## src/verilog/dbcm_pkg.sv

```systemverilog
// Purpose: Shared constants and types for the dual buck clock and mode control block
// Assumes: System clock of 250 MHz; all counts derive from it
// Notes:   Register offsets are byte addresses on a 32-bit Avalon-MM slave
package dbcm_pkg;

	// System clock and switching frequencies
	localparam int unsigned SYS_CLK_HZ = 250_000_000;
	localparam int unsigned FSW_LOW_HZ = 200_000;
	localparam int unsigned FSW_MID_HZ = 300_000;
	localparam int unsigned FSW_HIGH_HZ = 400_000;
	localparam int unsigned HF_MULT = 4;

	// Half period of the high-frequency clock in system cycles, rounded down
	function automatic int unsigned half_cycles(input int unsigned fsw_hz);
		return SYS_CLK_HZ / (2 * HF_MULT * fsw_hz);
	endfunction

	localparam int HALF_W = 8;
	localparam logic [HALF_W-1:0] HALF_LOW = HALF_W'(half_cycles(FSW_LOW_HZ));
	localparam logic [HALF_W-1:0] HALF_MID = HALF_W'(half_cycles(FSW_MID_HZ));
	localparam logic [HALF_W-1:0] HALF_HIGH = HALF_W'(half_cycles(FSW_HIGH_HZ));

	// Frequency select pin codes: bit 0 tied high, bit 1 left open
	localparam logic [1:0] FSEL_GND = 2'h0;
	localparam logic [1:0] FSEL_VCC = 2'h1;
	localparam logic [1:0] FSEL_OPEN = 2'h2;

	// Half high-frequency ticks in one switching period, and phase of channel 1
	localparam int PH_W = 3;
	localparam logic [PH_W-1:0] PH_LAST = 3'h7;
	localparam logic [PH_W-1:0] PH_CH0 = 3'h0;
	localparam logic [PH_W-1:0] PH_CH1 = 3'h4;

	// On-time in half high-frequency ticks
	localparam int DUTY_W = 3;
	localparam int TICK_W = 4;
	localparam logic [DUTY_W-1:0] DUTY_RST = 3'h3;

	// Skip on-time is 1.5 times the continuous on-time, rounded up
	function automatic logic [TICK_W-1:0] skip_ticks(input logic [DUTY_W-1:0] duty);
		logic [TICK_W+1:0] x3;
		x3 = {3'h0, duty} + {2'h0, duty, 1'b0} + 6'h01;
		return x3[TICK_W:1];
	endfunction

	// Consecutive periods with negative current before entering skip
	localparam int NEG_W = 2;
	localparam logic [NEG_W-1:0] NEG_PERIODS = 2'h3;

	// Register map
	localparam int ADDR_W = 4;
	localparam logic [ADDR_W-1:0] REG_DUTY0 = 4'h0;
	localparam logic [ADDR_W-1:0] REG_DUTY1 = 4'h4;
	localparam logic [ADDR_W-1:0] REG_CTRL = 4'h8;
	localparam logic [ADDR_W-1:0] REG_STATUS = 4'hc;
	localparam logic [1:0] CTRL_RST = 2'h3;
	localparam int ST_SKIP0 = 0;
	localparam int ST_SKIP1 = 1;
	localparam int ST_FSEL = 2;
	localparam int ST_PSKIP = 4;
	localparam int ST_SS0 = 5;
	localparam int ST_SS1 = 6;

	// Pin inputs as they arrive, before synchronisation
	typedef struct packed {
		logic       forced_pwm_select_n;
		logic [1:0] frequency_select_pin;
		logic [1:0] soft_start;
		logic [1:0] fb_below_droop;
		logic [1:0] il_negative;
	} dbcm_pins_t;

	// Gate drive pair of one channel
	typedef struct packed {
		logic hs;
		logic ls;
	} dbcm_gate_t;

	typedef enum logic [1:0] {MODE_CCM, MODE_SKIP, MODE_RESYNC} dbcm_mode_t;

endpackage

```

## src/verilog/dbcm_clkgen.sv

```systemverilog
// Purpose: High-frequency clock and two interleaved switching clocks
// Assumes: half_cnt is at least one and changes only with the select pin
// Notes:   All outputs are registered
`timescale 1ns/1ps
module dbcm_clkgen
	import dbcm_pkg::*;
(
	input  wire logic                       clk_sys,
	input  wire logic                       resetn,
	input  wire logic                       ce,
	input  wire logic [dbcm_pkg::HALF_W-1:0] half_cnt,
	output logic                            hf_clk,
	output logic                            hf_edge,
	output logic [1:0]                      period_start,
	output logic [1:0]                      sw_clk
);
	logic [HALF_W-1:0] cnt_ff;
	logic [PH_W-1:0]   phase_ff;
	logic              wrap;
	logic [PH_W-1:0]   nxt_phase;

	// Half-period wrap; >= keeps a shortened count from running away
	assign wrap = (cnt_ff >= half_cnt - HALF_W'(1));
	assign nxt_phase = phase_ff + PH_W'(1);

	// Divider, 50% high-frequency clock, phase count of eight half ticks
	always_ff @(posedge clk_sys or negedge resetn)
	begin
		if (!resetn)
		begin
			cnt_ff <= '0;
			phase_ff <= PH_LAST;
			hf_clk <= 1'b0;
			hf_edge <= 1'b0;
			period_start <= 2'h0;
			sw_clk <= 2'h0;
		end
		else if (ce)
		begin
			cnt_ff <= wrap ? '0 : cnt_ff + HALF_W'(1);
			hf_edge <= wrap;
			period_start <= {wrap && nxt_phase == PH_CH1, wrap && nxt_phase == PH_CH0};
			if (wrap)
			begin
				hf_clk <= ~hf_clk;
				phase_ff <= nxt_phase;
				sw_clk <= {nxt_phase >= PH_CH1, nxt_phase < PH_CH1};
			end
		end
	end
endmodule

```

## src/verilog/dbcm_channel.sv

```systemverilog
// Purpose: Mode state and gate timing for one buck channel
// Assumes: Inputs are already synchronised to clk_sys
// Notes:   On-time counts in half high-frequency ticks
`timescale 1ns/1ps
module dbcm_channel
	import dbcm_pkg::*;
(
	input  wire logic                       clk_sys,
	input  wire logic                       resetn,
	input  wire logic                       ce,
	input  wire logic                       enable,
	input  wire logic                       hf_edge,
	input  wire logic                       period_start,
	input  wire logic [dbcm_pkg::DUTY_W-1:0] ccm_duty,
	input  wire logic                       force_ccm,
	input  wire logic                       fb_below,
	input  wire logic                       il_neg,
	output dbcm_pkg::dbcm_gate_t            gate,
	output logic                            in_skip
);
	dbcm_mode_t        mode_ff, nxt_mode;
	logic [TICK_W-1:0] tick_ff, nxt_tick;
	logic [NEG_W-1:0]  neg_cnt_ff, nxt_neg_cnt;
	logic              hs_ff, nxt_hs;
	logic              off_ok_ff, nxt_off_ok;
	logic              saw_neg_ff, nxt_saw_neg;
	logic              on_end, ccm_start, skip_start;

	assign on_end = hs_ff && hf_edge && tick_ff <= TICK_W'(1);
	assign ccm_start = period_start && ccm_duty != '0 && mode_ff != MODE_SKIP;
	// Skip pulse only after the minimum off-time and with the current seen negative
	assign skip_start = mode_ff == MODE_SKIP && !hs_ff && hf_edge && off_ok_ff
		&& fb_below && saw_neg_ff && !force_ccm;

	// Next-state decode of mode, on-time and negative-current tracking
	always_comb
	begin
		nxt_mode = mode_ff;
		nxt_tick = tick_ff;
		nxt_hs = hs_ff;
		nxt_off_ok = off_ok_ff;
		nxt_neg_cnt = neg_cnt_ff;
		nxt_saw_neg = saw_neg_ff | il_neg;
		if (hs_ff && hf_edge)
			nxt_tick = tick_ff - TICK_W'(1);
		if (on_end)
		begin
			nxt_hs = 1'b0;
			nxt_off_ok = 1'b0;
		end
		else if (!hs_ff && hf_edge)
			nxt_off_ok = 1'b1;
		unique case (mode_ff)
			MODE_CCM:
			begin
				if (period_start)
				begin
					nxt_neg_cnt = saw_neg_ff ? neg_cnt_ff + NEG_W'(1) : '0;
					nxt_saw_neg = il_neg;
					if (!force_ccm && saw_neg_ff && neg_cnt_ff == NEG_PERIODS - NEG_W'(1))
					begin
						nxt_mode = MODE_SKIP;
						nxt_saw_neg = 1'b1;
					end
				end
			end
			MODE_SKIP:
			begin
				if (force_ccm)
					nxt_mode = MODE_RESYNC;
				else if (!hs_ff && hf_edge && off_ok_ff && fb_below && !saw_neg_ff)
					nxt_mode = MODE_RESYNC;
				if (skip_start)
				begin
					nxt_hs = 1'b1;
					nxt_tick = skip_ticks(ccm_duty);
					nxt_saw_neg = il_neg; // Set wins over the clear at pulse start
				end
			end
			MODE_RESYNC:
			begin
				if (period_start)
				begin
					nxt_mode = MODE_CCM;
					nxt_neg_cnt = '0;
					nxt_saw_neg = il_neg;
				end
			end
		endcase
		if (ccm_start && (mode_ff == MODE_CCM || period_start))
		begin
			nxt_hs = 1'b1;
			nxt_tick = {1'b0, ccm_duty};
		end
		if (!enable)
		begin
			nxt_mode = MODE_CCM;
			nxt_hs = 1'b0;
			nxt_neg_cnt = '0;
			nxt_saw_neg = 1'b0;
		end
	end

	// State and gate registers; while enabled, low side follows the high side's complement except in skip with negative current seen
	always_ff @(posedge clk_sys or negedge resetn)
	begin
		if (!resetn)
		begin
			mode_ff <= MODE_CCM;
			tick_ff <= '0;
			hs_ff <= 1'b0;
			off_ok_ff <= 1'b1;
			neg_cnt_ff <= '0;
			saw_neg_ff <= 1'b0;
			gate <= '0;
		end
		else if (ce)
		begin
			mode_ff <= nxt_mode;
			tick_ff <= nxt_tick;
			hs_ff <= nxt_hs;
			off_ok_ff <= nxt_off_ok;
			neg_cnt_ff <= nxt_neg_cnt;
			saw_neg_ff <= nxt_saw_neg;
			gate.hs <= nxt_hs;
			// In skip the low side drops once current turns negative
			gate.ls <= enable && !nxt_hs
				&& !(nxt_mode == MODE_SKIP && nxt_saw_neg);
		end
	end

	assign in_skip = mode_ff == MODE_SKIP;
endmodule

```

## src/verilog/dbcm_top.sv

```systemverilog
// Purpose: Clock and mode control of a two-channel synchronous buck controller
// Assumes: Pin inputs are asynchronous; Avalon-MM master on clk_sys
// Notes:   Gate outputs are registered; the analog loop sits outside
//
// The register addresses and register access over Avalon-MM were chosen for this implementation.
`timescale 1ns/1ps
module dbcm_top
	import dbcm_pkg::*;
(
	input  wire logic                       clk_sys,
	input  wire logic                       resetn,
	input  wire logic                       ce,
	input  wire logic                       enable,
	input  wire dbcm_pkg::dbcm_pins_t       pin_in,
	input  wire logic [dbcm_pkg::ADDR_W-1:0] avs_address,
	input  wire logic                       avs_read,
	input  wire logic                       avs_write,
	input  wire logic [31:0]                avs_writedata,
	input  wire logic [3:0]                 avs_byteenable,
	output logic [31:0]                     avs_readdata,
	output logic                            avs_waitrequest,
	output dbcm_pkg::dbcm_gate_t            gate_ch0,
	output dbcm_pkg::dbcm_gate_t            gate_ch1,
	output logic                            hf_clk,
	output logic [1:0]                      sw_clk
);
	dbcm_pins_t        sync1_ff;
	dbcm_pins_t        pins_ff;
	logic              enable_s1_ff;
	logic              enable_ff;
	logic [HALF_W-1:0] half_cnt_ff;
	logic [HALF_W-1:0] nxt_half_cnt;
	logic [DUTY_W-1:0] duty0_ff;
	logic [DUTY_W-1:0] duty1_ff;
	logic [1:0]        ctrl_ff;
	logic              ack_ff;
	logic [31:0]       rdata_ff;
	logic [31:0]       nxt_rdata;
	logic [31:0]       status_word;
	logic              req;
	logic              take;
	logic              hit_duty0;
	logic              hit_duty1;
	logic              hit_ctrl;
	logic              hit_status;
	logic              pulse_skip_operation;
	logic              forced_pwm_mode;
	logic [1:0]        force_ccm;
	logic              hf_edge;
	logic [1:0]        period_start;
	logic [1:0]        in_skip;

	// Two-stage synchronisers on every pin input
	always_ff @(posedge clk_sys or negedge resetn)
	begin
		if (!resetn)
		begin
			sync1_ff <= '0;
			pins_ff <= '0;
			enable_s1_ff <= 1'b0;
			enable_ff <= 1'b0;
		end
		else if (ce)
		begin
			sync1_ff <= pin_in;
			pins_ff <= sync1_ff;
			enable_s1_ff <= enable;
			enable_ff <= enable_s1_ff;
		end
	end

	// Frequency select decode; the unused code falls back to the middle rate
	assign nxt_half_cnt =
		(pins_ff.frequency_select_pin == FSEL_GND)  ? HALF_LOW :
		(pins_ff.frequency_select_pin == FSEL_VCC)  ? HALF_MID :
		(pins_ff.frequency_select_pin == FSEL_OPEN) ? HALF_HIGH :
		HALF_MID;

	// Half-period count is registered so the divider sees a clean value
	always_ff @(posedge clk_sys or negedge resetn)
	begin
		if (!resetn)
			half_cnt_ff <= HALF_MID;
		else if (ce)
			half_cnt_ff <= nxt_half_cnt;
	end

	// Mode selection: select pin low forces PWM, soft-start forces it per channel
	assign pulse_skip_operation = pins_ff.forced_pwm_select_n;
	assign forced_pwm_mode = ~pins_ff.forced_pwm_select_n;
	assign force_ccm = {2{forced_pwm_mode}} | pins_ff.soft_start;

	// Shared high-frequency clock and interleaved switching clocks
	dbcm_clkgen u_clkgen
	(
		.clk_sys      (clk_sys),
		.resetn       (resetn),
		.ce           (ce),
		.half_cnt     (half_cnt_ff),
		.hf_clk       (hf_clk),
		.hf_edge      (hf_edge),
		.period_start (period_start),
		.sw_clk       (sw_clk)
	);

	// Channel 0 runs on phase 0 of the switching period
	dbcm_channel u_ch0
	(
		.clk_sys      (clk_sys),
		.resetn       (resetn),
		.ce           (ce),
		.enable       (enable_ff && ctrl_ff[0]),
		.hf_edge      (hf_edge),
		.period_start (period_start[0]),
		.ccm_duty     (duty0_ff),
		.force_ccm    (force_ccm[0]),
		.fb_below     (pins_ff.fb_below_droop[0]),
		.il_neg       (pins_ff.il_negative[0]),
		.gate         (gate_ch0),
		.in_skip      (in_skip[0])
	);

	// Channel 1 runs half a period later, so the two are 180 degrees apart
	dbcm_channel u_ch1
	(
		.clk_sys      (clk_sys),
		.resetn       (resetn),
		.ce           (ce),
		.enable       (enable_ff && ctrl_ff[1]),
		.hf_edge      (hf_edge),
		.period_start (period_start[1]),
		.ccm_duty     (duty1_ff),
		.force_ccm    (force_ccm[1]),
		.fb_below     (pins_ff.fb_below_droop[1]),
		.il_neg       (pins_ff.il_negative[1]),
		.gate         (gate_ch1),
		.in_skip      (in_skip[1])
	);

	// Avalon request decode; every access waits exactly one cycle
	assign req = (avs_read || avs_write) && !ack_ff;
	assign take = (avs_read || avs_write) && ack_ff;
	assign avs_waitrequest = req;
	assign hit_duty0 = avs_address == REG_DUTY0;
	assign hit_duty1 = avs_address == REG_DUTY1;
	assign hit_ctrl = avs_address == REG_CTRL;
	assign hit_status = avs_address == REG_STATUS;

	// Status word shows the block's own state
	always_comb
	begin
		status_word = '0;
		status_word[ST_SKIP0] = in_skip[0];
		status_word[ST_SKIP1] = in_skip[1];
		status_word[ST_FSEL +: 2] = pins_ff.frequency_select_pin;
		status_word[ST_PSKIP] = pulse_skip_operation;
		status_word[ST_SS0] = pins_ff.soft_start[0];
		status_word[ST_SS1] = pins_ff.soft_start[1];
	end

	// Read mux; unmapped addresses read as zero
	assign nxt_rdata =
		hit_duty0  ? {{(32-DUTY_W){1'b0}}, duty0_ff} :
		hit_duty1  ? {{(32-DUTY_W){1'b0}}, duty1_ff} :
		hit_ctrl   ? {30'h0, ctrl_ff} :
		hit_status ? status_word :
		32'h0;

	// Handshake and read data; data is loaded in the wait cycle
	always_ff @(posedge clk_sys or negedge resetn)
	begin
		if (!resetn)
		begin
			ack_ff <= 1'b0;
			rdata_ff <= '0;
		end
		else if (ce)
		begin
			ack_ff <= req;
			if (req && avs_read)
				rdata_ff <= nxt_rdata;
		end
	end

	assign avs_readdata = rdata_ff;

	// Writable registers; only byte lane 0 carries defined bits
	always_ff @(posedge clk_sys or negedge resetn)
	begin
		if (!resetn)
		begin
			duty0_ff <= DUTY_RST;
			duty1_ff <= DUTY_RST;
			ctrl_ff <= CTRL_RST;
		end
		else if (ce && take && avs_write && avs_byteenable[0])
		begin
			if (hit_duty0)
				duty0_ff <= avs_writedata[DUTY_W-1:0];
			if (hit_duty1)
				duty1_ff <= avs_writedata[DUTY_W-1:0];
			if (hit_ctrl)
				ctrl_ff <= avs_writedata[1:0];
		end
	end
endmodule

```

## config.mk

```make
export PLATFORM = sky130hd
export DESIGN_NAME = dbcm_top
export DESIGN_NICKNAME = d
export VERILOG_FILES = /design/src/verilog/dbcm_pkg.sv /design/src/verilog/dbcm_clkgen.sv /design/src/verilog/dbcm_channel.sv /design/src/verilog/dbcm_top.sv
export SDC_FILE = /design/constraint.sdc
export NUM_CORES = 1
export LEC_CHECK = 0
export ABC_AREA = 1
export BUFFER_PORTS_ARGS = -buffer_cell sky130_fd_sc_hd__buf_2
export CAP_MARGIN = 20
export CORE_MARGIN = 8
export CORE_UTILIZATION = 55
export CTS_CLUSTER_SIZE = 20
export DETAILED_ROUTE_END_ITERATION = 16
export PLACE_DENSITY = 0.8
export SETUP_SLACK_MARGIN = 0.4
export SYNTH_ARGS = -nofsm -noshare
export SYNTH_HDL_FRONTEND = slang
export SYNTH_SLANG_ARGS = --single-unit
export TNS_END_PERCENT = 30
```

## constraint.sdc

```tcl
create_clock -name clk_sys -period 1.9 [get_ports clk_sys]
set_clock_uncertainty 0.05 [all_clocks]
set_input_delay 0.19 -clock clk_sys [delete_from_list [all_inputs] [get_ports clk_sys]]
set_output_delay 0.19 -clock clk_sys [all_outputs]
set_load 0.05 [all_outputs]
```

==> results of run 1 <==
## kinds of logic (layout without fill, tap and decap cells)
group / count (synthesis) / in the layout
AO/OA/AOI/OAI: 99 / 99
buffers and inverters: 114 / 153
XOR/XNOR: 14 / 14
flip-flops: 82 / 82
other: 1 / 25
adder cells (fa/ha/maj): 36 / 36
AND/OR/NAND/NOR: 250 / 251
## layout make-up
cell class	count	area share [%]
repair buffers	61	7.21
clock inverters	6	0.855
clock buffers	10	2.41
repair inverters	1	0.110
inverters	75	5.28
well taps	108	2.37
multi-input cells	425	45.5
flip-flops and latches	82	36.2
## report_power, final
group | switching (mW) | internal (mW)
sequential | 0.236 | 2.06
clock | 0.697 | 0.524
combinational | 0.949 | 0.496
## state kept, by name, indices dropped and copies added, names as in the netlist, 3 cells and up
register           cells
u_clkgen.phase_ff      3
sync1_ff               9
u_ch1.tick_ff          4
avs_readdata           7
half_cnt_ff            5
pins_ff                8
duty0_ff               3
u_ch0.tick_ff          4
u_clkgen.cnt_ff        8
duty1_ff               3
## worst reg2reg max path: stages, from the launching register on
cell and delay (ps):
dfrtp_1 390, inv_2 80, ha_4 210, ha_4 260, nand2_2 40, o21ai_2 110, nand4_1 100, nand2_2 150
nand2_4 120, inv_6 120, nand2_1 50, o21ai_1 60
## Yosys cell counts, drive strengths merged
library cell,count
a211oi,3
a21boi,2
a21oi,16
a22oi,2
a31oi,3
buf,36
clkbuf,3
clkinv,1
conb,1
dfrtp,69
dfstp,13
fa,2
ha,34
inv,74
nand2,173
nand3,17
nand3b,2
nand4,6
nor2,40
nor3,9
o211ai,4
o21a,2
o21ai,55
o21bai,1
o22ai,5
o31ai,6
or2,3
xnor2,6
xor2,8
## worst paths after layout
path	startpoint	end	slack (ps)	cells after the start
max	half_cnt_ff[1]$_DFFE_PN0P_	u_clkgen.period_start[0]$_DFFE_PN0P_	90	11
min	pin_in[8]	sync1_ff[8]$_DFFE_PN0P_	0.4	3
max reg2reg	half_cnt_ff[1]$_DFFE_PN0P_	u_clkgen.period_start[0]$_DFFE_PN0P_	90	11
min reg2reg	u_clkgen.hf_clk$_DFFE_PN0P_	u_clkgen.hf_clk$_DFFE_PN0P_	410	1
max in group asynchronous	resetn	half_cnt_ff[5]$_DFFE_PN1P_	880	3
min in group asynchronous	resetn	enable_s1_ff$_DFFE_PN0P_	260	2
## routing by layer
layer / global-route usage (%) / wire (µm)
met1: 23.3 / 4890
met2: 30.4 / 5600
met3: 3.37 / 635
met4: 7.80 / 201
met5: 0 / 0
## metrics by stage
step           std cells  power, mW
6_report             768       4.96
3_5_place_dp         734       3.56
5_1_grt              768       5.22
4_1_cts              765       4.82
2_1_floorplan        620       3.27
3_3_place_gp         734       3.49
## repair_timing
action / CTS / global route
gates resized for setup: 5 / 76
hold endpoints to repair: 33 / 0
hold buffers: 10 / 0
cloned: 2 / 0
setup endpoints to repair: 35 / 39
pin swaps: 3 / 45
setup buffers: 3 / 3
==> flow_summary.json, run 1 <==
{
  "diodes": 0,
  "grt_usage_pct": 18.5,
  "mostFrequentLayoutCells": "nand2_1 (159), dfrtp_1 (68), inv_1 (56), buf_2 (35), o21ai_0 (30)",
  "synth_compound_area_share_pct": 11.8,
  "vdd_ir_drop_max_mv": 0.797,
  "grt_pass1_vias": 3878,
  "clock_latency_ps": 370,
  "fin_area_um2": 5710,
  "synth_fa_ha_area_share_pct": 9.52,
  "cts-root-buf": "clkbuf_8",
  "htreeDepth": 3,
  "design.die.area_um2": 12200,
  "fill_cells": 658,
  "ios": 95,
  "synth-simple-area-share_pct": 22.4,
  "synth_cell_type_count": 47,
  "synth-warning-count": 0,
  "min_period_ps": 1810,
  "synth_top_area_share_pct": 35.3,
  "io_buffers": 37,
  "fin_crit_sh_pct": 95.3,
  "critical-path-max-stage-delay_ps": 390,
  "final_core_util_pct": 65.8,
  "start_util_pct": 56.3,
  "design.final.nets": 746,
  "dp_hpwl_um": 7730,
  "startpoint_type": "flip-flop",
  "final_common_cell": "nand2_1",
  "gr-total-overflow": 0,
  "grt_start_max_net_pins": 51,
  "setup_tns_ps": 0,
  "via_count": 4068,
  "whs_ps": 0.369,
  "netlist_area_um2": 4890,
  "powerDensity_nw_per_um2": 868,
  "rsz0062_at_grt": "yes",
  "drv_slew": 0,
  "crit_type": "reg2reg",
  "synth_xor_xnor_area_share_pct": 2.51,
  "yosysSeqAreaShare_pct": 42.3,
  "cp_slowest_cell": "dfrtp_1",
  "viasPerCell": 5.30,
  "end_kind": "flip-flop",
  "clk_path_buf_depth": 2,
  "critPathBufInv": 2,
  "clkTransAtPathRegs_ps": 100,
  "cp_top_family": "adder cells",
  "place_ws_ps": 25.0,
  "fp-row-count": 34,
  "crit_arrival_ps": 2060,
  "synth_cells": 596,
  "hold_viol_final": 0,
  "seq_area_um2": 2070,
  "synth_top_family_by_area": "simple AND/OR/NAND/NOR gates",
  "cts_sinks": 82,
  "core_um2": 8680,
  "drt_iter0_markers": 277,
  "dieWidth_um": 110,
  "drc_errors": 0,
  "multi_input_area_um2": 2600,
  "antenna_found_initial": 0,
  "synthMuxAreaShare_pct": 0,
  "maxCapViolCount": 0,
  "crit_required_ps": 2150,
  "antenna_left": 0,
  "firstDrtPassIters": 5,
  "fp.dieH_um": 110,
  "gp_congestion": 0.886,
  "drive_gt1_share_pct": 24.8,
  "p_leak_nw": 2.75,
  "ys_top_cells_by_area": "dfrtp_1 (35%), nand2_1 (13%), ha_1 (8.7%), dfstp_2 (7.0%), inv_1 (5.4%)",
  "cts_tree": "yes",
  "fmax_ghz": 0.552,
  "setup_ws_ps": 88.6,
  "cts_made_buffers": 9,
  "area_growth_pct": 16.8,
  "wl_per_cell_um": 14.7,
  "grt_pass1_wl_um": 17800,
  "placed_cell_area_um2": 5100,
  "setup_viol_count_final": 0,
  "wirelength_um": 11300,
  "cp_max_fo": 5,
  "syn_avg_cell_area_um2": 8.20,
  "ys_seq_elements": 82,
  "hp-class": "in2reg",
  "worstPathCellList": "inv_2 > ha_4 > ha_4 > nand2_2 > o21ai_2 > nand4_1 > nand2_2 > nand2_4 > inv_6 > nand2_1 > o21ai_1",
  "status": "completed",
  "synth.largest_area_cell": "dfrtp_1"
}
Note: power is estimated with default switching activity, not from simulation.
==> run 2, diff against run 1 <==
- PLACE_DENSITY: 0.8 -> 0.79
- SYNTH_HIERARCHICAL: default -> 1
==> flow_summary.json, run 2 <==
{
  "status": "complete, but fails checks",
  "violations": "negative setup slack",
  "fin_crit_sh_pct": 101,
  "setup_ws_ps": -24.2,
  "cts_made_buffers": 9,
  "min_period_ps": 1920,
  "fmax_ghz": 0.520,
  "drt_iter0_markers": 363,
  "cts_tree": "yes",
  "ys_seq_elements": 82,
  "fp.dieH_um": 113,
  "synth_edf_count": 0,
  "io_buffers": 37,
  "fp-row-count": 35,
  "antenna_left": 0,
  "grt_start_max_net_pins": 36,
  "synth_common_cells": "nand2_1 (197), inv_1 (87), dfrtp_1 (69), o21ai_0 (41), nand3_1 (40)",
  "cp_max_fo": 8,
  "cts-root-buf": "clkbuf_8",
  "synth_cells": 672,
  "clkPwrFrac_pct": 24.0,
  "synth-warning-count": 6,
  "vdd_ir_drop_max_mv": 0.638,
  "cp_slowest_cell": "dfrtp_1",
  "pwr-share-comb_pct": 33.0,
  "ys_top_cells_by_area": "dfrtp_1 (33%), nand2_1 (14%), ha_1 (8.5%), dfstp_2 (6.6%), inv_1 (6.3%)",
  "total_power_mw": 5.44,
  "crit_arrival_ps": 2110,
  "area_growth_pct": 18.3,
  "hp-class": "in2reg",
  "powerDensity_nw_per_um2": 889,
  "dp_hpwl_um": 8440,
  "gp_congestion": 0.932,
  "critical-path-max-stage-delay_ps": 400,
  "htreeDepth": 3,
  "end_kind": "flip-flop",
  "rsz0062_at_grt": "yes",
  "dieWidth_um": 113,
  "diodes": 0,
  "netlist_area_um2": 5170,
  "synth-main-ff-cell": "dfrtp_1",
  "cts_sinks": 82,
  "multi_input_area_um2": 2920,
  "start_util_pct": 56.3,
  "clk_path_buf_depth": 2,
  "core_um2": 9200,
  "synth.largest_area_cell": "dfrtp_1",
  "yosysMostFrequentCell": "nand2_1",
  "crit_required_ps": 2090,
  "seq_area_um2": 2070,
  "firstDrtPassIters": 5,
  "hold_viol_final": 0,
  "design.final.nets": 826,
  "drv_slew": 0,
  "final_core_util_pct": 66.6,
  "intPower_mw": 3.37,
  "pwr-share-seq_pct": 43.0,
  "design.die.area_um2": 12800,
  "wirelength_um": 12300,
  "viasPerCell": 5.33,
  "via_count": 4532,
  "startpoint_type": "flip-flop",
  "grt_usage_pct": 18.5,
  "setup_viol_count_final": 9,
  "final_common_cell": "nand2_1",
  "p_leak_nw": 3.05,
  "syn_avg_cell_area_um2": 7.70,
  "fill_cells": 727,
  "antenna_found_initial": 0,
  "clock_latency_ps": 350,
  "gr-total-overflow": 0,
  "top_register": "sync1_ff",
  "synth-async-reset-ratio_pct": 100,
  "setup_tns_ps": -139,
  "top_regs": "sync1_ff (9), pins_ff (8), u_clkgen/cnt_ff (8)",
  "drive_gt1_share_pct": 24.1,
  "critPathBufInv": 2,
  "ios": 95,
  "synth_cell_type_count": 37,
  "grt_pass1_vias": 4370,
  "power.share.switching_pct": 38.0,
  "grt_pass1_wl_um": 19700,
  "maxCapViolCount": 0,
  "drc_errors": 0,
  "wl_per_cell_um": 14.5,
  "largest_reg_flops": 9,
  "mostFrequentLayoutCells": "nand2_1 (188), inv_1 (71), dfrtp_1 (67), buf_2 (35), nand3_1 (34)",
  "synth_top_area_share_pct": 33.4,
  "yosysSeqAreaShare_pct": 40.0,
  "clkTransAtPathRegs_ps": 80,
  "power.switching_mw": 2.07,
  "crit_type": "reg2reg",
  "cp_top_family": "simple AND/OR/NAND/NOR gates",
  "worstPathCellList": "nor2_2 > nand2_1 > xor2_1 > inv_1 > ha_4 > nand2_1 > nor2_1 > nor2_1 > nand2_1 > nand2_2 > nand2_4 > nand2_8 > inv_8 > nor2_1"
}
-- run 2: kinds of logic (layout without fill, tap and decap cells) --
family	count (synthesis)	count (layout)	synth area share, %
AOI/OAI and AO/OA	87	87	9.53
xor gates and xnor gates	13	13	2.20
adders and majority gates	37	37	9.24
buffers and inverters	130	170	11.7
DFF	82	82	40.0
other	2	28	0.145
and+or+nand+nor	321	322	27.3
-- run 2: per-stage QoR --
step | cell area [µm²] | instances | worst slack, ps | hold WS, ps
floorplan | 5280 | 698 | 174 | -156
global placement | 5450 | 820 | 60.1 | 129
detailed placement | 5450 | 820 | 1.08 | 131
CTS | 5790 | 846 | 42.6 | 7.82
global route | 6120 | 850 | -118 | 31.1
finish | 6120 | 850 | -24.2 | 15.4
-- run 2: worst min-delay path: stages --
cell	delay (ps)
buf_2	80
nand2_1	50
nand2_1	60
-- run 2: timing repair --
item | CTS | global route
buffers inserted | 0 | 4
pin swaps | 6 | 37
hold buffers | 9 | 0
setup endpoints to repair | 37 | 40
gates resized for setup | 5 | 98
gates cloned | 1 | 0
endpoints found under the hold margin | 32 | 0
-- run 2: final cells by class --
| class | instances | area share [%] |
|---|---|---|
| clock buffer | 12 | 2.53 |
| clock inverter | 4 | 0.817 |
| inverter | 93 | 6.03 |
| multi-input combinational | 487 | 47.7 |
| sequential | 82 | 33.8 |
| tap | 111 | 2.27 |
| timing repair buffer | 61 | 6.87 |
-- run 2: path summary, 6_finish.rpt --
kind,startpoint,to,depth (start not counted),slack [ps]
worst max-delay path,half_cnt_ff[1]$_DFFE_PN0P_,u_clkgen/cnt_ff[3]$_DFFE_PN0P_,14,-20
worst min-delay path,pin_in[5],sync1_ff[5]$_DFFE_PN0P_,3,20
worst max register to register,half_cnt_ff[1]$_DFFE_PN0P_,u_clkgen/cnt_ff[3]$_DFFE_PN0P_,14,-20
worst min register to register,pins_ff[7]$_DFFE_PN0P_,half_cnt_ff[4]$_DFFE_PN0P_,1,410
max in group asynchronous,resetn,half_cnt_ff[5]$_DFFE_PN1P_,3,840
min in group asynchronous,resetn,u_ch0/hs_ff$_DFFE_PN0P_,2,290
-- run 2: power by group through the flow --
stage / logic, mW / clock network (mW) / registers [mW]
final: 1.80 / 1.31 / 2.34
after global routing: 2.02 / 1.42 / 2.38
after CTS: 1.68 / 1.32 / 2.32
after detailed placement: 1.60 / 0 / 2.34
after global placement: 1.53 / 0 / 2.33
after floorplan: 1.08 / 0 / 2.47
-- run 2: metal layers --
metal  vias up  track usage (%)  routed length, µm
li1       2211                -                  -
met1      2161             22.9               5370
met2       140             31.4               6180
met3        20             2.56                533
met4         0             8.61                232
met5         -                0                  0
==> run 3, diff against run 2 <==
- PLACE_DENSITY: 0.79 -> 0.82
- SETUP_SLACK_MARGIN: 0.4 -> 0.05
==> flow_summary.json, run 3 (synthesis gave the netlist of run 2 again) <==
{
  "intPower_mw": 3.13,
  "place_ws_ps": -57.3,
  "critical-path-max-stage-delay_ps": 430,
  "grt_pass1_wl_um": 19800,
  "top_register": "sync1_ff",
  "io_buffers": 37,
  "design.final.nets": 822,
  "design.die.area_um2": 12800,
  "final_common_cell": "nand2_1",
  "worstMarginPinSlew_ps": 504,
  "critPathMostFrequentCell": "nand2_2",
  "vdd_ir_drop_max_mv": 0.623,
  "mostFrequentLayoutCells": "nand2_1 (191), inv_1 (82), dfrtp_1 (69), o21ai_0 (38), nand3_1 (37)",
  "cts_sinks": 82,
  "grt_usage_pct": 18.6,
  "crit_type": "reg2reg",
  "start_util_pct": 56.3,
  "p_leak_nw": 2.97,
  "clkTransAtPathRegs_ps": 90,
  "crit_arrival_ps": 2150,
  "fmax_ghz": 0.521,
  "drv_slew": 0,
  "largest_reg_flops": 9,
  "maxCapViolCount": 0,
  "max_slew_margin_pct": 66.4,
  "power.share.switching_pct": 39.8,
  "wirelength_um": 11900,
  "grt_start_max_net_pins": 49,
  "fp-row-count": 35,
  "end_kind": "flip-flop",
  "antenna_left": 0,
  "setup_viol_count_final": 6,
  "cts_made_buffers": 9,
  "dieWidth_um": 113,
  "hold_viol_final": 0,
  "viasPerCell": 5.31,
  "final_core_util_pct": 63.3,
  "rsz0062_at_grt": "yes",
  "min_period_ps": 1920,
  "setup_ws_ps": -17.7,
  "worstPathCellList": "nor2_2 > nand2_2 > xor2_2 > inv_2 > ha_4 > nand2_2 > nand2_1 > nor2_1 > nand2_1 > nand2_2 > nand2_4 > nand2_8 > inv_6 > nor2_1",
  "reg2reg_slack_ps": -20,
  "drt_iter0_markers": 351,
  "dp_hpwl_um": 8390,
  "clkPwrFrac_pct": 21.7,
  "htreeDepth": 3,
  "top_regs": "sync1_ff (9), pins_ff (8), u_clkgen/cnt_ff (8)",
  "pwr-share-seq_pct": 45.7,
  "cp_max_fo": 8,
  "area_growth_pct": 12.5,
  "grt_pass1_vias": 4295,
  "status": "complete, but fails checks",
  "cp_slowest_cell": "dfrtp_1",
  "hp-class": "in2reg",
  "crit_required_ps": 2140,
  "core_um2": 9200,
  "drive_gt1_share_pct": 18.9,
  "diodes": 0,
  "gr-total-overflow": 0,
  "pwr-share-comb_pct": 32.6,
  "fin_crit_sh_pct": 101,
  "via_count": 4493,
  "firstDrtPassIters": 8,
  "fp.dieH_um": 113,
  "violations": "negative setup slack",
  "cts_tree": "yes",
  "power.switching_mw": 2.07,
  "cts-root-buf": "clkbuf_8",
  "clock_latency_ps": 350,
  "powerDensity_nw_per_um2": 893,
  "antenna_found_initial": 0,
  "startpoint_type": "flip-flop",
  "drc_errors": 0,
  "ios": 95,
  "wl_per_cell_um": 14.1,
  "gp_congestion": 0.925,
  "clk_path_buf_depth": 2
}
## run 3: cell types whose count changed in the layout (fill, tap and decap cells not counted), sizes merged
cell	before	now
inv	92	93
bufinv	1	0
buf	52	49
dlygate4sd3	9	8
clkbuf	12	10
clkinvlp	2	3
clkinv	2	3
## run 3: final cells by class
type                       instances  area [µm²]
sequential                        82        2070
multi-input combinational        487        2720
inverter                          93         354
tap                              111         139
clock inverter                     6        41.3
fill                             747        3380
timing repair buffer              57         370
clock buffer                      10         128
## run 3: what timing repair did
item	4_1_cts	5_1_grt
resized for setup	8	28
endpoints found under the hold margin	33	0
pin swaps	8	7
setup buffers	1	0
hold buffers	8	0
setup endpoints to repair	17	23
cloned	1	0
## run 3: metrics by stage
| stage | setup TNS [ps] | instances | power (mW) | hold slack (ps) | area [µm²] |
|---|---|---|---|---|---|
| 2_1_floorplan | 0 | 698 | 3.54 | -156 | 5270 |
| 3_3_place_gp | 0 | 820 | 3.84 | 132 | 5440 |
| 3_5_place_dp | -315 | 820 | 3.92 | 134 | 5440 |
| 4_1_cts | 0 | 846 | 5.15 | 0.795 | 5740 |
| 5_1_grt | -1560 | 846 | 5.54 | 29.4 | 5820 |
| 6_report | -60.2 | 846 | 5.20 | 12.8 | 5820 |
## run 3: path summary, 6_finish.rpt
kind,from,end,depth (start not counted)
min in group asynchronous,resetn,ack_ff$_DFFE_PN0P_,2
max in group asynchronous,resetn,u_clkgen/phase_ff[2]$_DFFE_PN1P_,3
max reg2reg,half_cnt_ff[1]$_DFFE_PN0P_,u_clkgen/cnt_ff[3]$_DFFE_PN0P_,14
max,half_cnt_ff[1]$_DFFE_PN0P_,u_clkgen/cnt_ff[3]$_DFFE_PN0P_,14
min reg2reg,u_clkgen/phase_ff[1]$_DFFE_PN1P_,u_clkgen/phase_ff[1]$_DFFE_PN1P_,2
min,pin_in[0],sync1_ff[0]$_DFFE_PN0P_,3
## run 3: metal layers
metal	up-vias	global-route usage (%)	part of all wire, %
met2	180	30.6	48
met5	-	0	0
met1	2093	23.6	43
li1	2197	-	-
met3	23	3.04	6.7
met4	0	8.53	2.0
## run 3: power by group through the flow
stage	Combinational (mW)	Sequential (mW)	Clock (mW)
global placement	1.47	2.37	0
CTS	1.63	2.36	1.16
global route	1.90	2.41	1.23
detailed placement	1.54	2.39	0
finish	1.70	2.37	1.13
floorplan	1.07	2.47	0
## run 3: worst max-delay path: cells and delay by family, from the launching register on
kind / cells / cell delay (ps)
flops: 1 / 430
xor+xnor: 1 / 160
fa+ha+maj: 1 / 200
simple gates: 10 / 920
buf+inv: 2 / 120
